--- config.mk ---
export PLATFORM = sky130hd
export DESIGN_NAME = sfl_ctrl
export DESIGN_NICKNAME = d
export VERILOG_FILES = /design/src/sfl_pkg.sv /design/src/sfl_ctrl.sv /design/src/sfl_timeout.sv
export SDC_FILE = /design/constraint.sdc
export NUM_CORES = 1
export LEC_CHECK = 0
export ABC_CLOCK_PERIOD_IN_PS = 2400
export BUFFER_PORTS_ARGS = -buffer_cell sky130_fd_sc_hd__buf_2
export CELL_PAD_IN_SITES_DETAIL_PLACEMENT = 0
export CELL_PAD_IN_SITES_GLOBAL_PLACEMENT = 1
export CORE_MARGIN = 4
export CORE_UTILIZATION = 46
export CTS_CLUSTER_DIAMETER = 40
export DETAILED_ROUTE_END_ITERATION = 16
export GPL_TIMING_DRIVEN = 0
export PLACE_DENSITY = 0.8
export SYNTH_ARGS = -nofsm -noshare
export SYNTH_HDL_FRONTEND = slang
export SYNTH_SLANG_ARGS = --single-unit
--- constraint.sdc ---
create_clock -name clk_i -period 2.4 [get_ports clk_i]
set_input_delay 0.6 -clock clk_i [delete_from_list [all_inputs] [get_ports clk_i]]
set_output_delay 0.6 -clock clk_i [all_outputs]
set_load 0.02 [all_outputs]
--- src/sfl_pkg.sv ---
// Constants for the fast-lock, power-down and diagnostic control block.
// Assumes 24-bit serial words with the three select bits in bits 2 to 0.
package sfl_pkg;

  // ----------------------------------------------------------------------
  // Serial word and register selection
  // ----------------------------------------------------------------------
  localparam int          WORD_W         = 24;
  localparam logic [2:0]  SEL_FREQ_WORD  = 3'h0;
  localparam logic [2:0]  SEL_DIV_SETUP  = 3'h1;
  localparam logic [2:0]  SEL_FASTLOCK   = 3'h4;
  localparam logic [2:0]  SEL_POWER_DOWN = 3'h5;
  localparam logic [2:0]  SEL_DIAG_MODES = 3'h6;

  // ----------------------------------------------------------------------
  // Fast-lock timer register fields
  // ----------------------------------------------------------------------
  localparam int          TMO_W          = 9;
  localparam int          TMO_LSB        = 5;
  localparam int          TSEL_LSB       = 3;
  localparam logic [1:0]  TSEL_SW12      = 2'h0;
  localparam logic [1:0]  TSEL_SW3       = 2'h1;
  localparam logic [1:0]  TSEL_PUMP      = 2'h2;
  localparam logic [1:0]  TICK_DIV_LAST  = 2'h3;

  // ----------------------------------------------------------------------
  // Divider setup register fields
  // ----------------------------------------------------------------------
  localparam int          DBL_BIT        = 23;
  localparam int          RCNT_LSB       = 18;
  localparam int          HALF_BIT       = 17;

  // ----------------------------------------------------------------------
  // Power-down register fields
  // ----------------------------------------------------------------------
  localparam int          AMP_PD_HI_BIT  = 7;
  localparam int          AMP_PD_LO_BIT  = 6;
  localparam int          CP_PD_BIT      = 5;
  localparam int          CNT_RST_BIT    = 4;
  localparam int          CP_HIZ_BIT     = 3;
  localparam logic [4:0]  PD_RESET       = 5'h1f;

  // ----------------------------------------------------------------------
  // Diagnostic and mode register fields
  // ----------------------------------------------------------------------
  localparam int          MODE_LSB       = 12;
  localparam int          MUX_LSB        = 3;
  localparam logic [3:0]  MODE_DEFAULT   = 4'h0;
  localparam logic [3:0]  MODE_DITHER    = 4'h3;
  localparam logic [3:0]  MODE_LD_10NS   = 4'h9;
  localparam logic [3:0]  MUX_LOW        = 4'h0;
  localparam logic [3:0]  MUX_LOCK       = 4'h1;
  localparam logic [3:0]  MUX_REF_DIV    = 4'h2;
  localparam logic [3:0]  MUX_INT_DIV    = 4'h3;
  localparam logic [3:0]  MUX_PUMP_TMR   = 4'h4;
  localparam logic [3:0]  MUX_SW12_TMR   = 4'h5;
  localparam logic [3:0]  MUX_SW3_TMR    = 4'h6;
  localparam logic [3:0]  MUX_RESET      = 4'h1;

  // ----------------------------------------------------------------------
  // Timing
  // ----------------------------------------------------------------------
  localparam logic [4:0]  HOP_DELAY_PFD  = 5'h10;
  localparam logic [2:0]  PUMP_BOOST     = 3'h6;
  localparam logic [2:0]  PUMP_NOMINAL   = 3'h0;
  localparam int          SYNC_N         = 7;

endpackage

--- src/sfl_ctrl.sv ---
// Serial-loaded fast-lock, power-down and diagnostic control of a synthesizer.
// Assumes all pin inputs are asynchronous to clk_i and are oversampled.
`timescale 1ns/100ps

module sfl_ctrl
  import sfl_pkg::*;
(
  // Clock and reset
  input  wire logic       clk_i,
  input  wire logic       nrst_i,
  // Serial programming pins
  input  wire logic       ser_clk_i,
  input  wire logic       ser_data_i,
  input  wire logic       load_strobe_i,
  // Reference and divider monitor inputs
  input  wire logic       ref_in_i,
  input  wire logic       ref_div_i,
  input  wire logic       int_div_i,
  input  wire logic       lock_detect_i,
  // Loop filter switches and charge pump
  output logic            loop_switch_one_o,
  output logic            loop_switch_two_o,
  output logic            loop_switch_three_o,
  output logic [2:0]      pump_current_exp_o,
  output logic            pump_hiz_o,
  // Power-down effects
  output logic            amp_power_down_o,
  output logic            dividers_hold_o,
  output logic            lock_detect_reset_o,
  output logic            ref_buffer_off_o,
  // Modes and events
  output logic            dither_en_o,
  output logic            lock_thresh_10ns_o,
  output logic            pfd_tick_o,
  output logic            hop_start_o,
  output logic            diagnostic_output_pin_o
);

  typedef struct packed {
    logic [SYNC_N-1:0] s0;
    logic [SYNC_N-1:0] s1;
    logic [SYNC_N-1:0] s2;
    logic [SYNC_N-1:0] flt;
    logic [WORD_W-1:0] shift;
    logic              dbl;
    logic              half;
    logic [3:0]        rcnt;
    logic [4:0]        pdiv;
    logic              phase_detector;
    logic [1:0]        qdiv;
    logic              qtick;
    logic [4:0]        pd;
    logic [3:0]        mode;
    logic [3:0]        mux;
    logic              hop_wait;
    logic [4:0]        hop_cnt;
    logic              hop;
    logic              ramp;
    logic [2:0]        pump;
    logic              diag;
  } sfl_state_t;

  sfl_state_t s_q;
  sfl_state_t s_d;

  logic [SYNC_N-1:0] pin_w;
  logic [SYNC_N-1:0] rise_w;
  logic [SYNC_N-1:0] fall_w;
  logic [SYNC_N-1:0] flt_w;
  logic              latch_w;
  logic [2:0]        sel_w;
  logic [1:0]        tsel_w;
  logic [TMO_W-1:0]  tcnt_w;
  logic [2:0]        tload_w;
  logic [2:0]        tact_w;
  logic [2:0]        texp_w;
  logic              ref_edge_w;
  logic [4:0]        pdiv_last_w;
  logic              freq_wr_w;
  logic              pd_amp_hi_w;
  logic              pd_amp_lo_w;
  logic              pd_pump_w;
  logic              pd_cnt_rst_w;
  logic              pd_hiz_w;

  // ----------------------------------------------------------------------
  // Pin sampling: a change counts once stages two and three agree
  // ----------------------------------------------------------------------
  assign pin_w  = {lock_detect_i, int_div_i, ref_div_i, ref_in_i,
                   load_strobe_i, ser_data_i, ser_clk_i};
  assign flt_w  = (s_q.s1 & s_q.s2) | (s_q.flt & (s_q.s1 ^ s_q.s2));
  assign rise_w = flt_w & ~s_q.flt;
  assign fall_w = ~flt_w & s_q.flt;

  // ----------------------------------------------------------------------
  // Word decode
  // ----------------------------------------------------------------------
  assign latch_w   = rise_w[2];
  assign sel_w     = s_q.shift[2:0];
  assign tsel_w    = s_q.shift[TSEL_LSB+1:TSEL_LSB];
  assign tcnt_w    = s_q.shift[TMO_LSB+TMO_W-1:TMO_LSB];
  assign freq_wr_w = latch_w && (sel_w == SEL_FREQ_WORD);

  // ----------------------------------------------------------------------
  // Power-down register fields
  // ----------------------------------------------------------------------
  assign pd_amp_hi_w  = s_q.pd[AMP_PD_HI_BIT-CP_HIZ_BIT];
  assign pd_amp_lo_w  = s_q.pd[AMP_PD_LO_BIT-CP_HIZ_BIT];
  assign pd_pump_w    = s_q.pd[CP_PD_BIT-CP_HIZ_BIT];
  assign pd_cnt_rst_w = s_q.pd[CNT_RST_BIT-CP_HIZ_BIT];
  assign pd_hiz_w     = s_q.pd[CP_HIZ_BIT-CP_HIZ_BIT];

  always_comb begin
    tload_w = 3'h0;
    if (latch_w && (sel_w == SEL_FASTLOCK)) begin
      if (tsel_w == TSEL_PUMP) begin
        tload_w[0] = 1'b1;
      end else if (tsel_w == TSEL_SW3) begin
        tload_w[1] = 1'b1;
      end else if (tsel_w == TSEL_SW12) begin
        tload_w[2] = 1'b1;
      end
    end
  end

  // ----------------------------------------------------------------------
  // Reference divider: doubler counts both edges, halver doubles the count
  // ----------------------------------------------------------------------
  assign ref_edge_w  = rise_w[3] || (s_q.dbl && fall_w[3]);
  assign pdiv_last_w = ({1'b0, ((s_q.rcnt == 4'h0) ? 4'h1 : s_q.rcnt)}
                        << s_q.half) - 5'h1;

  // ----------------------------------------------------------------------
  // Timeout counters: pump current, switch three, switches one and two
  // ----------------------------------------------------------------------
  for (genvar i = 0; i < 3; i++) begin : g_tmo
    sfl_timeout u_tmo (
      .clk_i     (clk_i),
      .nrst_i    (nrst_i),
      .load_i    (tload_w[i]),
      .count_i   (tcnt_w),
      .start_i   (s_q.hop),
      .tick_i    (s_q.qtick),
      .active_o  (tact_w[i]),
      .expired_o (texp_w[i])
    );
  end

  // ----------------------------------------------------------------------
  // Next state
  // ----------------------------------------------------------------------
  always_comb begin
    s_d       = s_q;
    s_d.s0    = pin_w;
    s_d.s1    = s_q.s0;
    s_d.s2    = s_q.s1;
    s_d.flt   = flt_w;
    s_d.phase_detector   = 1'b0;
    s_d.qtick = 1'b0;
    s_d.hop   = 1'b0;

    // Shift in on the serial clock rising edge, most significant bit first
    if (rise_w[0]) begin
      s_d.shift = {s_q.shift[WORD_W-2:0], flt_w[1]};
    end

    // Register latch on the load strobe rising edge
    if (latch_w) begin
      if (sel_w == SEL_DIV_SETUP) begin
        s_d.dbl  = s_q.shift[DBL_BIT];
        s_d.half = s_q.shift[HALF_BIT];
        s_d.rcnt = s_q.shift[RCNT_LSB+3:RCNT_LSB];
      end else if (sel_w == SEL_POWER_DOWN) begin
        s_d.pd = s_q.shift[AMP_PD_HI_BIT:CP_HIZ_BIT];
      end else if (sel_w == SEL_DIAG_MODES) begin
        s_d.mode = s_q.shift[MODE_LSB+3:MODE_LSB];
        s_d.mux  = s_q.shift[MUX_LSB+3:MUX_LSB];
      end
    end

    // Phase detector tick and quarter-rate timer tick
    if (ref_edge_w) begin
      if (s_q.pdiv >= pdiv_last_w) begin
        s_d.pdiv = 5'h0;
        s_d.phase_detector  = 1'b1;
      end else begin
        s_d.pdiv = s_q.pdiv + 5'h1;
      end
    end
    if (s_q.phase_detector) begin
      s_d.qdiv = s_q.qdiv + 2'h1;
      if (s_q.qdiv == TICK_DIV_LAST) begin
        s_d.qtick = 1'b1;
      end
    end

    // Hop start after a frequency word write
    if (freq_wr_w) begin
      if (s_q.mode == MODE_LD_10NS) begin
        s_d.hop      = 1'b1;
        s_d.hop_wait = 1'b0;
      end else begin
        s_d.hop_wait = 1'b1;
        s_d.hop_cnt  = HOP_DELAY_PFD;
      end
    end else if (s_q.hop_wait && s_q.phase_detector) begin
      if (s_q.hop_cnt == 5'h1) begin
        s_d.hop_wait = 1'b0;
        s_d.hop      = 1'b1;
      end
      s_d.hop_cnt = s_q.hop_cnt - 5'h1;
    end

    // Pump current boost and ramp-down
    if (s_q.hop) begin
      s_d.pump = PUMP_BOOST;
      s_d.ramp = 1'b0;
    end else begin
      if (texp_w[0]) begin
        s_d.ramp = 1'b1;
      end
      if (s_q.ramp && s_q.qtick) begin
        if (s_q.pump == PUMP_NOMINAL) begin
          s_d.ramp = 1'b0;
        end else begin
          s_d.pump = s_q.pump - 3'h1;
        end
      end
    end

    // Diagnostic output selection
    if (s_q.mux == MUX_LOCK) begin
      s_d.diag = s_q.flt[6] && !pd_pump_w;
    end else if (s_q.mux == MUX_REF_DIV) begin
      s_d.diag = s_q.flt[4];
    end else if (s_q.mux == MUX_INT_DIV) begin
      s_d.diag = s_q.flt[5];
    end else if (s_q.mux == MUX_PUMP_TMR) begin
      s_d.diag = tact_w[0];
    end else if (s_q.mux == MUX_SW12_TMR) begin
      s_d.diag = tact_w[2];
    end else if (s_q.mux == MUX_SW3_TMR) begin
      s_d.diag = tact_w[1];
    end else begin
      s_d.diag = 1'b0;
    end
  end

  always_ff @(posedge clk_i or negedge nrst_i) begin
    if (!nrst_i) begin
      s_q      <= '0;
      s_q.rcnt <= 4'h1;
      s_q.pd   <= PD_RESET;
      s_q.mode <= MODE_DEFAULT;
      s_q.mux  <= MUX_RESET;
    end else begin
      s_q <= s_d;
    end
  end

  // ----------------------------------------------------------------------
  // Outputs
  // ----------------------------------------------------------------------
  assign loop_switch_one_o   = tact_w[2];
  assign loop_switch_two_o   = tact_w[2];
  assign loop_switch_three_o = tact_w[1];
  assign pump_current_exp_o  = s_q.pump;
  assign pump_hiz_o          = pd_hiz_w
                               | pd_pump_w;
  assign amp_power_down_o    = pd_amp_hi_w
                               & pd_amp_lo_w;
  assign dividers_hold_o     = pd_cnt_rst_w
                               | pd_pump_w;
  assign lock_detect_reset_o = pd_pump_w;
  assign ref_buffer_off_o    = pd_pump_w;
  assign dither_en_o         = (s_q.mode == MODE_DITHER);
  assign lock_thresh_10ns_o  = (s_q.mode == MODE_LD_10NS);
  assign pfd_tick_o          = s_q.phase_detector;
  assign hop_start_o         = s_q.hop;
  assign diagnostic_output_pin_o = s_q.diag;

endmodule

--- src/sfl_timeout.sv ---
// One fast-lock timeout counter.
// Assumes tick_i is a one-cycle pulse at a quarter of the phase detector rate.
`timescale 1ns/100ps
module sfl_timeout
  import sfl_pkg::*;
(
  // Clock and reset
  input  wire logic             clk_i,
  input  wire logic             nrst_i,
  // Programming and control
  input  wire logic             load_i,
  input  wire logic [TMO_W-1:0] count_i,
  input  wire logic             start_i,
  input  wire logic             tick_i,
  // Status
  output logic                  active_o,
  output logic                  expired_o
);

  typedef struct packed {
    logic [TMO_W-1:0] cfg;
    logic [TMO_W-1:0] cnt;
    logic             run;
    logic             exp;
  } sfl_tmo_state_t;

  sfl_tmo_state_t s_q;
  sfl_tmo_state_t s_d;

  // ----------------------------------------------------------------------
  // Counter
  // ----------------------------------------------------------------------
  always_comb begin
    s_d     = s_q;
    s_d.exp = 1'b0;
    if (load_i) begin
      s_d.cfg = count_i;
    end
    if (start_i) begin
      s_d.cnt = s_q.cfg;
      s_d.run = (s_q.cfg != '0);
    end else if (s_q.run && tick_i) begin
      if (s_q.cnt == TMO_W'(1)) begin
        s_d.run = 1'b0;
        s_d.exp = 1'b1;
      end
      s_d.cnt = s_q.cnt - TMO_W'(1);
    end
  end

  always_ff @(posedge clk_i or negedge nrst_i) begin
    if (!nrst_i) begin
      s_q <= '0;
    end else begin
      s_q <= s_d;
    end
  end

  assign active_o  = s_q.run;
  assign expired_o = s_q.exp;

endmodule

==> results.txt <==
Overall Power - 7220 uW
Finished Layout Cells - 774
Relative slew slack - 53.7%
FFs w/ async S/R, synth - 100%
CTS tree - done
# setup viols final - 0
Diode count - 0
Vias per inst - 5.37
Final period utilization - 97.1%
Syn. warnings - 0
Die Ht - 128 um
Total core area - 14000 um^2
First-pass GRT wire length - 21.0 mm
Drt wl/cell - 15.6 um
Kind of critical path - flip-flop to flip-flop
Syn avg cell area - 12.4 um^2
Die width - 128 um
Mapped Area - 6620 um^2
Ys flop type - dfrtp_1
Outcome - complete, no violations
Via count - 4157
Tot GR Track Use - 16.2%
Drt pass-1 iters - 6
Worst VDD drop - 646 uV
Mapped Cells - 536
# placed instances - 741
Count of final max-slew check failures - 0
Io pins - 25
Final Net Count - 615
Skew final - 7.79 ps
Final count of hold timing violations - 0
Max cap viols - 0
Unrepaired setup endpoints after global routing - true
Worst Path Max Fanout - 6
Clock Path Buffers - 2
Grt total ovfl - 0
CP Launch Type - flip-flop
DRC Markers - 0
Required time of the worst setup path - 2700 ps
Root Driver - clkbuf_16
Share of cells above drive strength 1 - 27.6%
Area growth, synth to finish - 16.3%
Post-synth EDFFs - 0
Post-synthesis sequential area ratio - 56.8%
Initial DRC count - 222
Clock transition at path regs - 60 ps
Clk_lat worst skew - 420 ps
Syn Nets - 570
Cts bufs inserted - 17
Detailed-placement wirelength estimate - 8.28 mm
IO Port Bufs - 24
Fillers - 1159
Setup TNS - 0 ps
Final wirelength - 12.1 mm
Pleak - 0.00362 uW
Pwr dens - 938 nW/um^2
Cell Rows - 43
Slew @ Worst Pin - 691 ps
Initial antenna violation count - 0
Final min period - 2330 ps
Flops & latches, synth - 150
# clock sinks - 150
Routed Antenna Nets - 0
Distinct cells, synth - 51
Vias in the first global route - 4215
Hold crit path type - primary input to asynchronous set/reset pin
H-tree depth - 4
Initial Util - 47.3%
Largest net degree at the start of global routing - 92
Die area - 16400 um^2
Final core utilization - 55.1%
GPL Wtd Cong - 0.806
Worst setup EP type - flip-flop
Worst EP arrival - 2630 ps
Fmax - 429 MHz
WHS - 158 ps
-- repair_timing --
item                                    4_1_cts  5_1_grt
cloned                                        0        0
hold buffers                                  0        0
hold endpoints to repair                      0        0
endpoints found under the setup margin        6        6
resized for setup                             8        2
pin swaps                                     2        2
setup buffers                                 2        0
-- synth_stat cells, types with 4 or more instances --
cell type / n / area (um^2)
a21o_1: 10 / 75.1
a21oi_1: 14 / 70.1
a31oi_1: 6 / 37.5
buf_4: 5 / 37.5
clkbuf_1: 9 / 33.8
dfrtp_1: 143 / 3580
dfstp_2: 7 / 184
ha_1: 25 / 313
inv_1: 14 / 52.6
mux2_2: 72 / 811
nand2_1: 44 / 165
nand2b_1: 4 / 25.0
nand3_1: 12 / 60.1
nand3b_1: 7 / 52.6
nand4b_1: 5 / 43.8
nor2_1: 20 / 75.1
nor2b_1: 9 / 56.3
nor3_1: 10 / 50.1
nor4_1: 8 / 50.1
nor4bb_1: 5 / 50.1
o21ai_0: 33 / 165
or2_2: 5 / 31.3
xnor2_1: 11 / 96.3
xor2_1: 16 / 140
-- area by class of cell --
| cell class | instances | area (um^2) | area share [%] |
|---|---|---|---|
| Tap cell | 180 | 225 | 2.92 |
| Multi-Input combinational cell | 354 | 2760 | 35.8 |
| Inverter | 15 | 56.3 | 0.731 |
| Clock inverter | 13 | 203 | 2.63 |
| Timing Repair Buffer | 27 | 169 | 2.19 |
| Sequential cell | 150 | 3770 | 48.9 |
| Clock buffer | 19 | 443 | 5.75 |
| Buffer | 16 | 82.6 | 1.07 |
-- power by group --
| group | leakage [uW] | switching, uW | internal, uW |
|---|---|---|---|
| Combinational | 0.00134 | 516 | 513 |
| Sequential | 0.00197 | 412 | 2910 |
| Clock | 0.000313 | 1000 | 1870 |
-- critical path, cell delays in order, from the launching register on --
cell,delay (ps)
dfrtp_2,410
nor3_2,180
nor2_1,70
or2_4,250
ha_4,170
xor2_1,150
ha_1,290
nand2_1,60
o21ai_2,170
a31oi_4,150
a221o_1,310
-- final timing paths --
path                           start           to  slack (ps)  cells after the start
setup reg to reg             s_q[37]      s_q[31]          70                     10
setup / recovery             s_q[37]      s_q[31]          70                     10
max in group asynchronous     nrst_i  pd_amp_hi_w        1390                      2
hold reg to reg              s_d[81]      s_d[74]         350                      0
hold / removal                nrst_i      s_q[27]         160                      1
min in group clk_i         ref_div_i      s_d[82]         280                      1
-- state kept, by name, indices dropped and copies added (netlist names) --
register / count
pump_current_exp_o: 3
s_d: 14
pfd_tick_o: 1
g_tmo.u_tmo.s_q: 54
s_q: 67
lock_detect_reset_o: 1
hop_start_o: 1
g_tmo.u_tmo.active_o: 3
pd_hiz_w: 1
pd_cnt_rst_w: 1
g_tmo.u_tmo.expired_o: 1
diagnostic_output_pin_o: 1
pd_amp_hi_w: 1
pd_amp_lo_w: 1
-- placed cells by master, fill, tap and decap left out, types with 3 or more instances in the layout --
| cell type | instances |
|---|---|
| dfrtp_2 | 3 |
| a21o_1 | 10 |
| clkbuf_1 | 9 |
| bufinv_16 | 5 |
| and2_1 | 3 |
| a31oi_1 | 5 |
| clkbuf_16 | 17 |
| nor4_1 | 8 |
| ha_1 | 24 |
| nor4bb_1 | 5 |
| a22o_1 | 3 |
| xor2_1 | 16 |
| nor3_1 | 9 |
| buf_4 | 7 |
| nor2b_1 | 9 |
| dfrtp_1 | 140 |
| nand2_1 | 44 |
| dfstp_2 | 7 |
| mux2_2 | 72 |
| nand2b_1 | 4 |
| nand4b_1 | 5 |
| xnor2_1 | 11 |
| o21ai_0 | 31 |
| nand3_1 | 12 |
| nor2_1 | 20 |
| buf_2 | 26 |
| a21oi_1 | 14 |
| nand3b_1 | 7 |
| inv_1 | 14 |
| or2_2 | 4 |
| clkinv_2 | 4 |
| mux2i_1 | 3 |
-- cell families (layout without fill, tap and decap cells) --
kind of cell	after synthesis	count (layout)	synth area share, %
AO/OA/AOI/OAI	78	78	7.10
XOR/XNOR	27	27	3.57
adder cells (fa/ha/maj)	25	25	4.72
buffers and inverters	32	90	2.15
flip-flops	150	150	56.8
multiplexers	75	75	12.7
AND/OR/NAND/NOR	149	149	12.9
-- metrics by stage --
step | instance area [um^2] | worst slack, ps
2_1_floorplan | 6630 | 30.7
3_3_place_gp | 6970 | -1380
3_5_place_dp | 7010 | -164
4_1_cts | 7700 | 33.2
5_1_grt | 7700 | -69.0
6_report | 7700 | 70.1
-- routing by layer --
layer | GRT usage (%) | part of all wire [%] | routed length, um
met4 | 5.99 | 1.7 | 202
met2 | 25.8 | 48 | 5820
met5 | 0 | 0 | 0
met3 | 3.75 | 2.4 | 295
met1 | 21.9 | 48 | 5760
No activity file was read; power rests on OpenSTA's default activity.
